### config.mk
export PLATFORM = sky130hd
export DESIGN_NAME = bdc_channel
export DESIGN_NICKNAME = d
export VERILOG_FILES = /design/src/pkg/bdc_pkg.sv /design/src/bdc_channel.sv
export SDC_FILE = /design/constraint.sdc
export NUM_CORES = 1
export LEC_CHECK = 0
export BUFFER_PORTS_ARGS = -buffer_cell sky130_fd_sc_hd__buf_2
export CAP_MARGIN = 20
export CORE_AREA = 2 2 112 114
export DETAILED_ROUTE_END_ITERATION = 7
export DIE_AREA = 0 0 114 116
export SYNTH_ARGS = -nofsm -noshare
export SYNTH_HDL_FRONTEND = slang
export SYNTH_SLANG_ARGS = --single-unit
### constraint.sdc
create_clock -name pclk -period 3.2 [get_ports pclk]
set_input_delay 0.32 -clock pclk [delete_from_list [all_inputs] [get_ports pclk]]
set_output_delay 0.32 -clock pclk [all_outputs]
set_load 0.05 [all_outputs]
### src/pkg/bdc_pkg.sv
// Constants for the bridge DMA channel count and control block.
// Assumes an APB slave with 32-bit data and word-aligned registers.
package bdc_pkg;
    // ==========================================================
    // Register byte offsets
    localparam logic [7:0] BDC_OFF_INIT = 8'h00;
    localparam logic [7:0] BDC_OFF_CURR = 8'h04;
    localparam logic [7:0] BDC_OFF_CTRL = 8'h08;
    // ==========================================================
    // Field positions
    localparam int BDC_SRC_HI = 31;
    localparam int BDC_SRC_LO = 30;
    localparam int BDC_HS_HI = 29;
    localparam int BDC_HS_LO = 28;
    localparam int BDC_UNIT_HI = 27;
    localparam int BDC_UNIT_LO = 26;
    localparam int BDC_FLY_HI = 25;
    localparam int BDC_FLY_LO = 24;
    localparam int BDC_INT_HI = 23;
    localparam int BDC_INT_LO = 22;
    localparam int BDC_AR_BIT = 21;
    localparam int BDC_EN_BIT = 20;
    localparam int BDC_CNT_W = 20;
    // ==========================================================
    // Fixed field values and reset values
    localparam logic [1:0] BDC_HS_VAL = 2'h0;
    localparam logic [1:0] BDC_UNIT_VAL = 2'h1;
    localparam logic [1:0] BDC_FLY_VAL = 2'h0;
    localparam logic [BDC_CNT_W-1:0] BDC_CNT_RST = 20'h00000;
    localparam logic [BDC_CNT_W-1:0] BDC_STEP_BYTE = 20'h00001;
    localparam logic [BDC_CNT_W-1:0] BDC_STEP_HALF = 20'h00002;
    localparam logic [BDC_CNT_W-1:0] BDC_STEP_WORD = 20'h00004;
    // Control register bits
    localparam int BDC_CTL_START = 0;
    localparam int BDC_CTL_CANCEL = 1;
    localparam int BDC_CTL_REQEN_LO = 2;
    localparam int BDC_CTL_REQEN_HI = 3;
    localparam int BDC_CTL_SIZE_LO = 4;
    localparam int BDC_CTL_SIZE_HI = 5;
    localparam int BDC_CTL_BUSY = 8;
    // ==========================================================
    // Encodings
    typedef enum logic [1:0] {
        BDC_SRC_NONE = 2'h0,
        BDC_SRC_TIMER = 2'h1,
        BDC_SRC_UART1 = 2'h2,
        BDC_SRC_SERIAL = 2'h3
    } bdc_src_t;
    typedef enum logic [1:0] {
        BDC_INT_POLL = 2'h0,
        BDC_INT_UNUSED = 2'h1,
        BDC_INT_EACH = 2'h2,
        BDC_INT_TERM = 2'h3
    } bdc_int_t;
    typedef enum logic [1:0] {
        BDC_SZ_BYTE = 2'h0,
        BDC_SZ_HALF = 2'h1,
        BDC_SZ_WORD = 2'h2
    } bdc_size_t;
    localparam logic [1:0] BDC_REQEN_ON = 2'h0;
endpackage

### src/bdc_channel.sv
// Count and control logic of one bridge DMA channel, with an APB slave.
// Assumes peripheral request lines and a transfer engine on pclk;
// the engine pulses xfer_done for each unit moved on request xfer_go.
`timescale 1ns/1ns
`default_nettype none
module bdc_channel
    import bdc_pkg::*;
(
    input wire logic pclk,
    input wire logic presetn,
    input wire logic psel,
    input wire logic penable,
    input wire logic pwrite,
    input wire logic [7:0] paddr,
    input wire logic [31:0] pwdata,
    output logic [31:0] prdata,
    output logic pready,
    output logic pslverr,
    input wire logic req_timer,
    input wire logic req_uart1,
    input wire logic req_serial,
    input wire logic xfer_done,
    output logic xfer_go,
    output logic [1:0] xfer_size,
    output logic irq_pulse
);
    // ==========================================================
    // Operation overview
    // Register words, by byte address:
    // 0x00 initial count plus source, policy, reload, enable fields.
    // 0x04 current count plus the same upper fields; read only.
    // 0x08 command and setup word.
    // Command word layout:
    // bit 0 start strobe, never stored.
    // bit 1 cancel strobe, never stored.
    // bits 3:2 request enable; zero lets requests through.
    // bits 5:4 unit size: byte, half-word or word.
    // bit 8 busy flag on read, high while a unit moves.
    //
    // Bus timing:
    // Access phase taken while pready is low.
    // pready, prdata and pslverr answer one cycle later.
    // So every access costs exactly one wait state.
    // Writes to the current count word are dropped quietly.
    // Unmapped words raise pslverr and read as zero.
    // A write to an unmapped word changes nothing.
    //
    // Sequencer:
    // Idle: no sequence, or a sequence ended or cancelled.
    // Armed: between units, waiting for the next trigger.
    // Move: one unit handed to the engine, waiting for done.
    // Idle to move loads the current count from the initial one.
    // Armed to move keeps the remaining count.
    // Each done lowers the count by the unit size.
    // A count at or below the step ends the sequence at zero,
    // so a count that does not fit the size cannot wrap.
    // With reload on, the count is refilled and the channel re-arms.
    // With reload off, the enable bit drops and the channel idles.
    // Cancel wins over a trigger or done of the same cycle; an idle trigger still loads the count, a done still updates it and can raise irq_pulse.
    // A late done after cancel lands in idle and is ignored.
    //
    // Triggers:
    // Start strobe, or the selected request with request enable zero.
    // Looked at only in idle and armed, never while a unit moves.
    // A request held high is therefore served once per unit.
    // Requests come from logic on pclk and are not synchronised.
    // A request from a foreign clock needs a synchroniser outside.
    //
    // Interrupts:
    // One-cycle pulse, one cycle after the done that causes it.
    // Policy 01 gives no pulse, the same as polling.
    // A consumer that needs a level must latch the pulse.
    //
    // Software duties:
    // Write the other fields first with enable low, then enable.
    // Keep the count a multiple of the unit size.
    // The enable bit is stored as written; order is not checked.
    //
    // Outputs:
    // All outputs are registers; xfer_size follows the size field.
    // xfer_go is a one-cycle pulse per unit.

    // ==========================================================
    // State
    typedef enum logic [1:0] {BDC_IDLE, BDC_ARMED, BDC_MOVE} bdc_state_t;
    bdc_state_t state, next_state;
    logic [1:0] src_sel, next_src_sel;
    logic [1:0] int_pol, next_int_pol;
    logic auto_reload_enable, next_auto_reload_enable;
    logic chan_en, next_chan_en;
    logic [BDC_CNT_W-1:0] initial_transfer_count, next_initial_transfer_count;
    logic [BDC_CNT_W-1:0] current_transfer_count, next_current_transfer_count;
    logic [1:0] request_enable_setting, next_request_enable_setting;
    logic [1:0] destination_size, next_destination_size;

    // Next values of the outputs
    logic [31:0] next_prdata;
    logic next_pready, next_pslverr, next_xfer_go, next_irq_pulse;

    // Decoded strobes and helpers
    logic hw_req;
    logic [BDC_CNT_W-1:0] step;
    logic wr, rd, start_cmd, cancel_cmd, trig, last;

    // ==========================================================
    // Request source select
    always_comb begin
        unique case (bdc_src_t'(src_sel))
            BDC_SRC_TIMER: hw_req = req_timer;
            BDC_SRC_UART1: hw_req = req_uart1;
            BDC_SRC_SERIAL: hw_req = req_serial;
            // No source selected: no request
            BDC_SRC_NONE: hw_req = 1'b0;
        endcase
    end

    // Count step per unit size
    always_comb begin
        unique case (destination_size)
            2'(BDC_SZ_HALF): step = BDC_STEP_HALF;
            2'(BDC_SZ_WORD): step = BDC_STEP_WORD;
            default: step = BDC_STEP_BYTE;
        endcase
    end

    // ==========================================================
    // Bus decode, access phase with one wait state
    assign wr = psel && penable && pwrite && !pready;
    assign rd = psel && penable && !pwrite && !pready;

    // Command strobes from the command word
    assign start_cmd = wr && (paddr == BDC_OFF_CTRL) && pwdata[BDC_CTL_START];
    assign cancel_cmd = wr && (paddr == BDC_OFF_CTRL) && pwdata[BDC_CTL_CANCEL];

    // Trigger and end-of-count detection
    assign trig = start_cmd || (hw_req && (request_enable_setting == BDC_REQEN_ON));
    assign last = (current_transfer_count <= step);

    // Next-state logic for registers, sequencer and bus answer
    always_comb begin
        next_state = state;
        next_src_sel = src_sel;
        next_int_pol = int_pol;
        next_auto_reload_enable = auto_reload_enable;
        next_chan_en = chan_en;
        next_initial_transfer_count = initial_transfer_count;
        next_current_transfer_count = current_transfer_count;
        next_request_enable_setting = request_enable_setting;
        next_destination_size = destination_size;
        next_prdata = prdata;
        next_pready = psel && penable && !pready;
        next_pslverr = 1'b0;
        next_xfer_go = 1'b0;
        next_irq_pulse = 1'b0;

        // Register writes
        if (wr && paddr == BDC_OFF_INIT) begin
            next_src_sel = pwdata[BDC_SRC_HI:BDC_SRC_LO];
            next_int_pol = pwdata[BDC_INT_HI:BDC_INT_LO];
            next_auto_reload_enable = pwdata[BDC_AR_BIT];
            next_chan_en = pwdata[BDC_EN_BIT];
            next_initial_transfer_count = pwdata[BDC_CNT_W-1:0];
        end else if (wr && paddr == BDC_OFF_CTRL) begin
            next_request_enable_setting = pwdata[BDC_CTL_REQEN_HI:BDC_CTL_REQEN_LO];
            next_destination_size = pwdata[BDC_CTL_SIZE_HI:BDC_CTL_SIZE_LO];
        end else if (wr && paddr != BDC_OFF_CURR) begin
            next_pslverr = 1'b1;
        end

        // Register reads; fixed fields show their constant values
        if (rd) begin
            next_prdata = 32'h00000000;
            unique case (paddr)
                BDC_OFF_INIT, BDC_OFF_CURR: begin
                    next_prdata[BDC_SRC_HI:BDC_SRC_LO] = src_sel;
                    next_prdata[BDC_HS_HI:BDC_HS_LO] = BDC_HS_VAL;
                    next_prdata[BDC_UNIT_HI:BDC_UNIT_LO] = BDC_UNIT_VAL;
                    next_prdata[BDC_FLY_HI:BDC_FLY_LO] = BDC_FLY_VAL;
                    next_prdata[BDC_INT_HI:BDC_INT_LO] = int_pol;
                    next_prdata[BDC_AR_BIT] = auto_reload_enable;
                    next_prdata[BDC_EN_BIT] = chan_en;
                    next_prdata[BDC_CNT_W-1:0] = (paddr == BDC_OFF_INIT) ?
                        initial_transfer_count : current_transfer_count;
                end
                BDC_OFF_CTRL: begin
                    next_prdata[BDC_CTL_REQEN_HI:BDC_CTL_REQEN_LO] = request_enable_setting;
                    next_prdata[BDC_CTL_SIZE_HI:BDC_CTL_SIZE_LO] = destination_size;
                    next_prdata[BDC_CTL_BUSY] = (state == BDC_MOVE);
                end
                default: next_pslverr = 1'b1;
            endcase
        end

        // Transfer sequencer
        unique case (state)
            // Idle: a trigger loads the count and starts a unit
            BDC_IDLE: begin
                if (chan_en && trig) begin
                    next_current_transfer_count = initial_transfer_count;
                    next_state = BDC_MOVE;
                    next_xfer_go = 1'b1;
                end
            end
            // Armed: next unit on the next trigger
            BDC_ARMED: begin
                if (!chan_en) begin
                    next_state = BDC_IDLE;
                end else if (trig) begin
                    next_state = BDC_MOVE;
                    next_xfer_go = 1'b1;
                end
            end
            // Move: wait for the engine to finish the unit
            BDC_MOVE: begin
                if (xfer_done) begin
                    next_current_transfer_count = last ? BDC_CNT_RST : current_transfer_count - step;
                    next_irq_pulse = (int_pol == 2'(BDC_INT_EACH)) ||
                        (last && int_pol == 2'(BDC_INT_TERM));
                    // More units, reload, or stop
                    if (!last) begin
                        next_state = BDC_ARMED; // Unit transfer: one unit per trigger
                    end else if (auto_reload_enable) begin
                        next_current_transfer_count = initial_transfer_count;
                        next_state = BDC_ARMED;
                    end else begin
                        next_chan_en = 1'b0;
                        next_state = BDC_IDLE;
                    end
                end
            end
        endcase

        // Cancel overrides state, enable and go
        if (cancel_cmd) begin
            next_chan_en = 1'b0;
            next_state = BDC_IDLE;
            next_xfer_go = 1'b0;
        end
    end

    // ==========================================================
    // Registers
    always_ff @(posedge pclk or negedge presetn) begin
        if (!presetn) begin
            // Settings and counts
            state <= BDC_IDLE;
            src_sel <= 2'h0;
            int_pol <= 2'h0;
            auto_reload_enable <= 1'b0;
            chan_en <= 1'b0;
            initial_transfer_count <= BDC_CNT_RST;
            current_transfer_count <= BDC_CNT_RST;
            request_enable_setting <= BDC_REQEN_ON;
            destination_size <= 2'h0;

            // Bus answer
            prdata <= 32'h00000000;
            pready <= 1'b0;
            pslverr <= 1'b0;

            // Engine side
            xfer_go <= 1'b0;
            xfer_size <= 2'h0;
            irq_pulse <= 1'b0;
        end else begin
            // Settings and counts
            state <= next_state;
            src_sel <= next_src_sel;
            int_pol <= next_int_pol;
            auto_reload_enable <= next_auto_reload_enable;
            chan_en <= next_chan_en;
            initial_transfer_count <= next_initial_transfer_count;
            current_transfer_count <= next_current_transfer_count;
            request_enable_setting <= next_request_enable_setting;
            destination_size <= next_destination_size;

            // Bus answer
            prdata <= next_prdata;
            pready <= next_pready;
            pslverr <= next_pslverr;

            // Engine side
            xfer_go <= next_xfer_go;
            xfer_size <= next_destination_size;
            irq_pulse <= next_irq_pulse;
        end
    end
endmodule
`default_nettype wire

* Yosys cells after proc, flatten, opt, wreduce, memory -nomap -nowiden
Index checks and enable logic that the tools add are counted.
Word-level totals: bits in registers 88, output and inout port bits 38
Cells by class: add/subtract/negate cells 1, $lt $le $gt $ge 1, equality and inequality tests 17, multiplexer cells 40, bitwise operators 1, reductions and logical operators 28
Operators with widths (count):
- $mux W20 | 6
- $pmux W20 S2 | 1
- $mux W23 | 1
- $le A20 B20 Y1 | 1
- $sub A20 B20 Y20 | 1
- $mux W1 | 19
- $logic_and A1 B1 Y1 | 14
- $mux W2 | 7
- $eq A2 B2 Y1 const B | 6
- $eq A8 B3 Y1 const B | 1
- $eq A8 B4 Y1 const B | 1
- $logic_not A8 Y1 | 1
- $ne A8 B3 Y1 const B | 1
- $pmux W4 S2 | 1
- $eq A2 B1 Y1 const B | 3
- $logic_not A2 Y1 | 3
- $ne A3 B3 Y1 const B | 2
- $pmux W2 S3 | 1
- $pmux W3 S2 | 1
- $reduce_and A3 Y1 | 2
- $ne A2 B2 Y1 const B | 2
- $ne A4 B4 Y1 const B | 1
- $pmux W1 S2 | 2
- $pmux W1 S4 | 1
- other kinds (7) | 9

* Longest topological paths before layout
Gate-level depths: netlist (run 1).
depth in word-level cells 10, depth in mapped cells 12, mapped depth without buffers 10

* Worst setup path after synthesis (run 1)
OpenSTA, ideal clock, no wires.
path type register -> register, from register destination_size[0], to register current_transfer_count[13], library setup time 78 ps, arrival 2859 ps, required time 3122 ps, path slack 263 ps, cell stages (with the launch flop) 13, path buffers 2, cell sequence dfrtp_1 inv_1 ha_1 ha_1 fa_1 nor2b_1 o21ai_0 a31o_2 buf_2 buf_1 nor4_1 a21oi_1 o2bb2ai_1
On the way: cells in the longest elaborated chain, start to end 8
Ends and longest elaborated chain:
- start, declared | line bdc_channel.sv:94 | logic [1:0] destination_size, next_destination_size;
- start signal, assigned | line bdc_channel.sv:275 | destination_size <= next_destination_size;
- $eq A2 B2 Y1 / $eq A2 B1 Y1 (equally long branches) | line bdc_channel.sv:119 | unique case (destination_size)
- $pmux W3 S2 * | line bdc_channel.sv:119
- $sub A20 B20 Y20 / $le A20 B20 Y1 (equally long branches) | line bdc_channel.sv:216, bdc_channel.sv:137
- $mux W20 | line bdc_channel.sv:216 | next_current_transfer_count = last ? BDC_CNT_RST : current_transfer_count - step;
- $mux W20 | line bdc_channel.sv:222 | end else if (auto_reload_enable) begin
- $mux W20 * | line bdc_channel.sv:220 | if (!last) begin
- $mux W20 * | line bdc_channel.sv:215 | if (xfer_done) begin
- $pmux W20 S2 * | line bdc_channel.sv:195 | unique case (state)
- end signal, assigned | line bdc_channel.sv:273 | current_transfer_count <= next_current_transfer_count;
- end, declared | line bdc_channel.sv:92 | logic [BDC_CNT_W-1:0] current_transfer_count, next_current_transfer_count;
Mark *: on every way between the ends. The rest lies on a longest branch, timed or not. The select of a mux whose other input is x is not followed. A chain may end at the register's enable or synchronous reset.

* Final worst setup path (run 1)
from register destination_size[0], to register current_transfer_count[7]
The elaborated chain is that of the path after synthesis.

==> results of run 1 <==
-- logic make-up after synthesis --
logic type,after synthesis
AO/OA/AOI/OAI,109
XOR/XNOR,1
adder cells (fa/ha/maj),6
buffers and inverters,37
flip-flops,83
multiplexers,50
other,1
AND/OR/NAND/NOR,105
-- synth_stat cells (6+ instances only) --
cell type,number
inv_1,10
nand2_1,26
nor3_1,15
a22o_1,6
o21ai_0,53
mux2_2,9
a22oi_1,12
a21oi_1,23
mux2i_1,21
clkbuf_1,16
dfrtp_1,83
nor4_1,7
buf_4,6
nor2_1,25
mux2_4,20
-- sequential cells by signal, indices dropped and copies added, names as in the netlist --
name,flops
auto_reload_enable,1
chan_en,1
current_transfer_count,20
destination_size,2
initial_transfer_count,20
int_pol,2
irq_pulse,1
prdata,27
pready,1
pslverr,1
request_enable_setting,2
src_sel,2
state,2
xfer_go,1
-- path summary, 6_finish.rpt --
| path | to | slack [ns] | cells past startpoint |
|---|---|---|---|
| max in group asynchronous | initial_transfer_count[14] | 2.62 | 2 |
| min in group pclk | initial_transfer_count[11] | 0.22 | 2 |
| min reg2reg | prdata[18] | 0.48 | 2 |
| max | current_transfer_count[7] | 0.32 | 10 |
| min | request_enable_setting[0] | -0.03 | 1 |
| max reg2reg | current_transfer_count[7] | 0.32 | 10 |
-- placed cells by master, fill, tap and decap left out, types with 6 or more instances in the layout --
| cell | synthesis | routed |
|---|---|---|
| nor2_1 | 25 | 25 |
| a22o_1 | 6 | 6 |
| clkbuf_16 | 0 | 9 |
| nand2_1 | 26 | 26 |
| mux2i_1 | 21 | 21 |
| buf_2 | 1 | 74 |
| inv_1 | 10 | 10 |
| mux2_4 | 20 | 20 |
| buf_4 | 6 | 8 |
| dfrtp_1 | 83 | 83 |
| nor3_1 | 15 | 15 |
| a21oi_1 | 23 | 23 |
| o21ai_0 | 53 | 52 |
| a22oi_1 | 12 | 12 |
| mux2_2 | 9 | 9 |
| nor4_1 | 7 | 7 |
-- through the flow --
step,hold WS [ns],worst slack (ns),util,power [uW]
final,-0.0300,0.317,0.415,2190
after global routing,0.00350,0.0333,0.415,2270
after CTS,0.208,0.253,0.413,2220
after detailed placement,0.469,0.304,0.389,1210
after global placement,0.459,0.365,0.389,1210
after floorplan,0.0244,0.263,-,1150
-- layout make-up --
type                            count  area (um^2)  area share
Multi-Input combinational cell    276         1920       0.387
Timing Repair Buffer               83          450      0.0910
Clock buffer                       11          243      0.0491
Tap cell                          147          184      0.0372
Sequential cell                    83         2080       0.420
Inverter                           10         37.5     0.00759
Clock inverter                      3         40.0     0.00809
-- worst reg2reg max path: cells and delay by family (launching register included) --
| kind | cells | cell delay [ns] |
|---|---|---|
| buffers and inverters | 1 | 0.07 |
| AND/OR/NAND/NOR | 2 | 0.51 |
| AO/OA/AOI/OAI | 4 | 0.90 |
| flip-flops | 1 | 0.41 |
| adder cells (fa/ha/maj) | 3 | 0.92 |
-- routing by layer --
metal | global-route usage | vias up
met5 | 0 | -
met4 | 0.0488 | 0
met3 | 0.0439 | 13
met2 | 0.252 | 66
met1 | 0.205 | 1533
li1 | - | 1554
-- power by group --
part	total, uW	switching (uW)	leakage, uW	internal [uW]
registers	1060	6.71	0.00115	1060
clock network	999	385	0.000141	614
logic	129	82.2	0.00118	46.4
total	2190	474	0.00246	1720
==> metrics.md, run 1 <==
| Metric | Value |
|---|---|
| Status | `complete, but fails checks` |
| Failing checks | `negative hold slack` |
| Die Y | `116 um` |
| Synth Area in Adders | `0.0199` |
| Worst vdd ir | `226 uV` |
| Chip width | `114 um` |
| CP Buf/Inv Count | `1` |
| IO Port Bufs | `75` |
| Synth Instances | `392` |
| Routability Congestion | `0.841` |
| CP Max Fanout | `28` |
| Hold buffers post-CTS | `0` |
| XOR/XNOR Fraction of Synth Area | `0.00211` |
| Total grt overflow | `0` |
| FMAX | `347 MHz` |
| CTS tree | `built` |
| Post-DP HPWL | `6750 um` |
| Max Slew Vio Count | `0` |
| Die area | `13200 um^2` |
| Launching element type of the critical path | `register` |
| CP cell instances | `inv_1 > ha_1 > ha_1 > fa_1 > nor2b_1 > o21ai_0 > a31o_4 > nor2_1 > a22oi_1 > o21ai_0` |
| Final ANT Viol Nets | `0` |
| Layout Area Growth over Synthesis | `19.4%` |
| FP Rows | `40` |
| Hold crit path type | `in -> async` |
| Post-synthesis compound-gate area fraction | `0.156` |
| Antenna Cells | `0` |
| Leak | `0.00246 uW` |
| Syn. warnings | `0` |
| Netlist cell types | `46` |
| Critical Path AT | `3.13 ns` |
| Final setup skew | `0.00658 ns` |
| Synthesis-stage register bit count | `83` |
| CP delay by family, top | `adder cells` |
| Max clock buf depth | `2` |
| Critical Path End Type | `register` |
| Final Hold Vio Count | `41` |
| PostCTS Resize Cnt | `0` |
| Initial Utilization | `0.348` |
| Final net count | `518` |
| R2r startpoint | `destination_size[0]` |
| Main combinational cell family by area after synthesis | `compound AO/OA/AOI/OAI gates` |
| Slew at the pin closest to its max-slew limit | `0.898 ns` |
| Ys flop type | `dfrtp_1` |
| TritonCTS buffer count | `9` |
| Vias in the first global route | `3159` |
| Slowest cell on crit path | `dfrtp_1` |
| Fin crit share | `0.901` |
| Initial antenna violation count | `0` |
| Met2 routed WL | `4660 um` |
| WS Path Type | `reg -> reg` |
| Routed wl met3 | `387 um` |
| WL per Instance | `15.9 um` |
| Dpl cells | `598` |
| Later-pin clock latency in the skew report | `0.33 ns` |
| Drt initial violations | `192` |
| MaxCap Viol Count | `0` |
| Yosys top cell area share | `0.501` |
| Required @ worst endpoint | `3.45 ns` |
| Design area | `4950 um^2` |
| Unrepaired setup endpoints after global routing | `false` |
| EDFF count, synth | `0` |
| Post-synthesis sequential area ratio | `0.501` |
| Mux cell area share after synthesis | `0.148` |
| PD cells | `443 nW/um^2` |
| CTS root buf | `clkbuf_16` |
| Tmin final | `2.88 ns` |
| Async S/R FF share, synth | `1.00` |
| Setup tns final | `0 ns` |
| Area contributors post-synth | `dfrtp_1 (50%), mux2_4 (7.2%), o21ai_0 (6.4%)` |
| Critical Path Source | `destination_size[0]` |
| Filler cells | `1158` |
| Final Non-Filler Cells | `613` |
| GRT Overall Usage | `0.156` |
| Relative slew slack | `0.397` |
| Clock slew at reported path FFs | `0.06 ns` |
| Vias | `3166` |
| Post-DR vias/cell | `5.16` |
| Detailed Route WL | `9720 um` |
| Core footprint | `11900 um^2` |
| Remaining DRCs | `0` |
| Pin count of the biggest net entering global routing | `84` |
| Avg Cell Area, Syn | `10.6 um^2` |
| First-pass GRT wire length | `16200 um` |
| Max Used Layer | `met4` |
| Synthesized cell area | `4140 um^2` |
| M1 WL | `4520 um` |
| Drt pass-1 iters | `4` |
| Synth area leader | `dfrtp_1` |
| Hold slack final | `-0.0300 ns` |
| I/O pin total | `87` |
| CP max stage delay | `0.41 ns` |
| H-tree Lvls | `3` |
| Total clock sinks | `83` |
| Post-DP Area | `4640 um^2` |
| Simple-Gate Fraction of Synth Area | `0.130` |
| Setup violators final | `0` |
| Post-CTS Setup Bufs | `0` |
| Share of cells above drive strength 1 | `0.281` |
(Power assumes the default switching activity.)
==> run 2: changes to the inputs <==
--- a/config.mk
+++ b/config.mk
@@ -8,6 +8,7 @@
 export BUFFER_PORTS_ARGS = -buffer_cell sky130_fd_sc_hd__buf_2
 export CAP_MARGIN = 20
 export CORE_AREA = 2 2 112 114
+export CTS_BUF_LIST = sky130_fd_sc_hd__clkbuf_16
 export DETAILED_ROUTE_END_ITERATION = 7
 export DIE_AREA = 0 0 114 116
 export SYNTH_ARGS = -nofsm -noshare
==> run 2 against run 1 <==
Sequential power barely moved. The flow still finishes with violations (negative hold slack). Register-to-register slack about the same. Power decreased by 1.3%. Count of clock-buffer cells in the layout shrank 2. Critical path depth unchanged. Worst hold slack improved by 0.0029 ns. Die area stayed put. Highest routed layer unchanged. Clock power decreased by 3.0%. Sequential share of layout area increased by 0.085 points.
==> metrics.md, run 2 (synthesized netlist as in run 1, its figures left out) <==
| Metric | Value |
|---|---|
| Total grt overflow | `0` |
| Die Y | `116 um` |
| Largest reg by FF count | `prdata` |
| Design Power | `2160 uW` |
| GRT Overall Usage | `0.156` |
| Max clock buf depth | `2` |
| Final ANT Viol Nets | `0` |
| Failing checks | `negative hold slack` |
| Setup tns final | `0 ns` |
| R2R setup slack | `0.32 ns` |
| Final Hold Vio Count | `41` |
| Final setup skew | `0.00647 ns` |
| Fin crit share | `0.901` |
| Max reg flops | `27` |
| MaxCap Viol Count | `0` |
| Drt initial violations | `168` |
| Tmin final | `2.88 ns` |
| Vias in the first global route | `3160` |
| Required @ worst endpoint | `3.45 ns` |
| PD cells | `438 nW/um^2` |
| Launching element type of the critical path | `register` |
| Max Slew Vio Count | `0` |
| Antenna Cells | `0` |
| R2r startpoint | `destination_size[0]` |
| Final net count | `518` |
| Worst vdd ir | `227 uV` |
| FMAX | `347 MHz` |
| Post-DP HPWL | `6750 um` |
| Die area | `13200 um^2` |
| CTS root buf | `clkbuf_16` |
| WS Path Type | `reg -> reg` |
| Slew at the pin closest to its max-slew limit | `0.886 ns` |
| Clock slew at reported path FFs | `0.06 ns` |
| R2R depth | `10` |
| Dpl cells | `598` |
| Remaining DRCs | `0` |
| IO Port Bufs | `75` |
| Leak | `0.00246 uW` |
| Detailed Route WL | `9740 um` |
| Hold slack final | `-0.0272 ns` |
| Critical Path AT | `3.13 ns` |
| Layout Area Growth over Synthesis | `19.2%` |
| Chip width | `114 um` |
| Core footprint | `11900 um^2` |
| CTS tree | `built` |
| Share of cells above drive strength 1 | `0.279` |
| FP Rows | `40` |
| Worst r2r dst | `current_transfer_count[7]` |
| Unrepaired setup endpoints after global routing | `false` |
| Pin count of the biggest net entering global routing | `84` |
| Post-DR vias/cell | `5.19` |
| H-tree Lvls | `3` |
| Relative slew slack | `0.405` |
| CP endpoint | `current_transfer_count[7]` |
| Critical Path Source | `destination_size[0]` |
| Vias | `3180` |
| Most frequent cells in the layout | `dfrtp_1 (83), buf_2 (74), o21ai_0 (52), nand2_1 (26), nor2_1 (25)` |
| I/O pin total | `87` |
| CP Max Fanout | `28` |
| Filler cells | `1159` |
| Status | `complete, but fails checks` |
| Drt pass-1 iters | `4` |
| Routability Congestion | `0.841` |
| WL per Instance | `15.9 um` |
| Final Non-Filler Cells | `613` |
| Initial antenna violation count | `0` |
| Hold crit path type | `in -> async` |
| TritonCTS buffer count | `9` |
| First-pass GRT wire length | `16200 um` |
| Total clock sinks | `83` |
| Later-pin clock latency in the skew report | `0.33 ns` |
| Critical Path End Type | `register` |
| Setup violators final | `0` |
| Initial Utilization | `0.348` |
| Most common cell after layout, fill and taps aside | `dfrtp_1` |
| Largest regs | `prdata (27), current_transfer_count (20), initial_transfer_count (20)` |
==> run 2: area by class of cell <==
cell class	instances	area [um^2]	share of cell area
Inverter	10	37.5	0.00760
Clock inverter	5	47.5	0.00963
Timing Repair Buffer	83	450	0.0912
Multi-Input combinational cell	276	1920	0.388
Clock buffer	9	225	0.0456
Tap cell	147	184	0.0372
Sequential cell	83	2080	0.421
==> run 2: how the worst min path moves through the flow <==
stage          startpoint  cells past startpoint                         end
3_3_place_gp   prdata[26]                      2                  prdata[26]
2_1_floorplan     presetn                      0          auto_reload_enable
5_1_grt           presetn                      1   request_enable_setting[0]
3_5_place_dp   prdata[11]                      2                  prdata[11]
4_1_cts        pwdata[11]                      2  initial_transfer_count[11]
6_report          presetn                      1   request_enable_setting[0]
==> run 2: repair_timing <==
item	in CTS	in global routing
resized for setup	0	1
hold buffers	0	0
setup buffers	0	0
endpoints found under the setup margin	0	2
==> run 2: worst max-delay path: stages, from the launching register on <==
cell     delay [ns]
dfrtp_1        0.41
inv_1          0.07
ha_1           0.30
ha_1           0.22
fa_1           0.40
nor2b_1        0.23
o21ai_0        0.23
a31o_4         0.39
nor2_1         0.26
a22oi_1        0.11
o21ai_0        0.17
==> run 2: report_power, final <==
part	switching [uW]	internal, uW
sequential	6.72	1060
clock	383	587
combinational	82.3	46.4
==> run 2: metal layers <==
metal,wire (um),share of wire,GRT usage,up-vias
met5,0,0,0,-
met4,150,0.015,0.0512,0
met3,368,0.038,0.0408,14
met2,4670,0.48,0.253,65
met1,4550,0.47,0.205,1546
li1,-,-,-,1555
==> run 2: per-stage QoR <==
stage / utilization / area (um^2) / setup slack (ns)
final: 0.415 / 4940 / 0.318
after global routing: 0.415 / 4940 / 0.0330
after CTS: 0.412 / 4910 / 0.253
after detailed placement: 0.389 / 4640 / 0.304
after global placement: 0.389 / 4640 / 0.365
after floorplan: - / 4160 / 0.263
==> run 3: changes to the inputs <==
==> constraint.sdc (replaced) <==
create_clock -name pclk -period 2.9 [get_ports pclk]
set_input_delay 0.29 -clock pclk [delete_from_list [all_inputs] [get_ports pclk]]
set_output_delay 0.29 -clock pclk [all_outputs]
set_load 0.05 [all_outputs]
==> run 3 against run 2 <==
The flow now finishes without violations. Critical path depth increased by 1. Flip-flop and latch count unchanged. Maximum frequency up 11%. Largest cell class unchanged.
==> metrics.md, run 3 (synthesized netlist as in run 1, its figures left out) <==
| Metric | Value |
|---|---|
| Clock power share | `0.428` |
| CP Max Fanout | `12` |
| WS Path Type | `reg -> reg` |
| Largest regs | `prdata (27), current_transfer_count (20), initial_transfer_count (20)` |
| Drt pass-1 iters | `4` |
| Sequential share of power | `0.508` |
| Total grt overflow | `0` |
| Hold crit path type | `in -> reg` |
| TritonCTS buffer count | `9` |
| Drt initial violations | `185` |
| Critical Path AT | `2.82 ns` |
| Comb pwr share | `0.063` |
| Initial antenna violation count | `0` |
| Vias | `3288` |
| Leak | `0.00249 uW` |
| Largest reg by FF count | `prdata` |
| P_sw | `530 uW` |
| GRT Overall Usage | `0.164` |
| Detailed Route WL | `10200 um` |
| IO Port Bufs | `75` |
| PD cells | `463 nW/um^2` |
| Setup tns final | `0 ns` |
| CTS tree | `built` |
| Layout Area Growth over Synthesis | `20.4%` |
| Final Non-Filler Cells | `622` |
| Chip width | `114 um` |
| MaxCap Viol Count | `0` |
| Slowest cell on crit path | `dfrtp_2` |
| Die Y | `116 um` |
| Pin count of the biggest net entering global routing | `84` |
| Max clock buf depth | `2` |
| R2R setup slack | `0.30 ns` |
| Later-pin clock latency in the skew report | `0.34 ns` |
| Most common cell after layout, fill and taps aside | `dfrtp_1` |
| Vias in the first global route | `3231` |
| Area of the multi-input gates | `1930 um^2` |
| Relative slew slack | `0.504` |
| Worst vdd ir | `288 uV` |
| Routability Congestion | `0.837` |
| Max Slew Vio Count | `0` |
| Setup violators final | `0` |
| Share of cells above drive strength 1 | `0.291` |
| Final net count | `526` |
| Post-CTS Setup Bufs | `0` |
| Final Hold Vio Count | `0` |
| Core footprint | `11900 um^2` |
| I/O pin total | `87` |
| Status | `complete, no violations` |
| Die area | `13200 um^2` |
| Slew at the pin closest to its max-slew limit | `0.743 ns` |
| Post-DP HPWL | `6980 um` |
| Antenna Cells | `0` |
| CTS root buf | `clkbuf_16` |
| Required @ worst endpoint | `3.12 ns` |
| Remaining DRCs | `0` |
| Launching element type of the critical path | `register` |
| Post-DR vias/cell | `5.29` |
| Unrepaired setup endpoints after global routing | `false` |
| Register area | `2080 um^2` |
| Final ANT Viol Nets | `0` |
| CP cell instances | `inv_1 > ha_1 > ha_1 > fa_1 > nor2b_1 > o21ai_1 > nand3_1 > o21ai_1 > buf_4 > a22oi_1 > o2bb2ai_1` |
| First-pass GRT wire length | `16900 um` |
| Final setup skew | `0.00673 ns` |
| Filler cells | `1186` |
| FMAX | `385 MHz` |
| Sw frac | `0.230` |
| FP Rows | `40` |
| Most frequent cells in the layout | `dfrtp_1 (82), buf_2 (74), o21ai_0 (51), nand2_1 (26), nor2_1 (24)` |
| WL per Instance | `16.4 um` |
| Initial Utilization | `0.348` |
| Fin crit share | `0.897` |
| H-tree Lvls | `3` |
| Total clock sinks | `83` |
| Critical Path End Type | `register` |
| Max reg flops | `27` |
| Clock slew at reported path FFs | `0.06 ns` |
| Int Power | `1780 uW` |
| Tmin final | `2.60 ns` |
| CP max stage delay | `0.40 ns` |
| Dpl cells | `604` |
run 3: path summary, 6_finish.rpt:
path | startpoint | end | cells past startpoint
hold / removal | pwdata[12] | initial_transfer_count[12] | 2
hold reg to reg | prdata[16] | prdata[16] | 2
setup reg to reg | destination_size[0] | current_transfer_count[17] | 11
min in group asynchronous | presetn | request_enable_setting[0] | 2
setup / recovery | destination_size[0] | current_transfer_count[17] | 11
max in group asynchronous | presetn | initial_transfer_count[18] | 3
run 3: metrics by stage:
stage	power, uW	hold WS (ns)	worst slack [ns]	area (um^2)	util
global route	2410	0.167	0.0129	4990	0.419
finish	2310	0.175	0.300	4990	0.419
CTS	2340	0.166	0.152	4930	0.414
global placement	1330	0.458	0.216	4680	0.393
detailed placement	1340	0.466	0.142	4680	0.393
floorplan	1270	-0.00559	0.0232	4160	-
run 3: metal layers:
metal | wire [um] | global-route usage | part of all wire | up-vias
li1 | - | - | - | 1581
met1 | 4640 | 0.212 | 0.46 | 1620
met2 | 4890 | 0.271 | 0.48 | 74
met3 | 454 | 0.0382 | 0.045 | 13
met4 | 185 | 0.0585 | 0.018 | 0
met5 | 0 | 0 | 0 | -
run 3: cell type report:
type | count | area share
multi-input cells | 277 | 0.386
repair buffers | 90 | 0.103
inverters | 10 | 0.00752
clock inverters | 6 | 0.00501
flip-flops and latches | 83 | 0.416
clock buffers | 9 | 0.0451
well taps | 147 | 0.0369
run 3: power by group through the flow:
stage	Clock (uW)	Sequential, uW	Combinational, uW
final	990	1170	146
after global routing	1070	1170	163
after CTS	1020	1170	143
after detailed placement	0	1200	142
after global placement	0	1190	139
after floorplan	0	1200	68.5
run 3: timing repair:
item	4_1_cts	5_1_grt
endpoints found under the hold margin	0	12
resized for setup	0	4
hold buffers	0	1
endpoints found under the setup margin	0	10
run 3: critical path: cells and delay by family (launching register included):
| family | cells | cell delay [ns] |
|---|---|---|
| compound gates | 4 | 0.54 |
| fa+ha+maj | 3 | 0.90 |
| buf+inv | 2 | 0.27 |
| flops | 1 | 0.40 |
| simple gates | 2 | 0.36 |
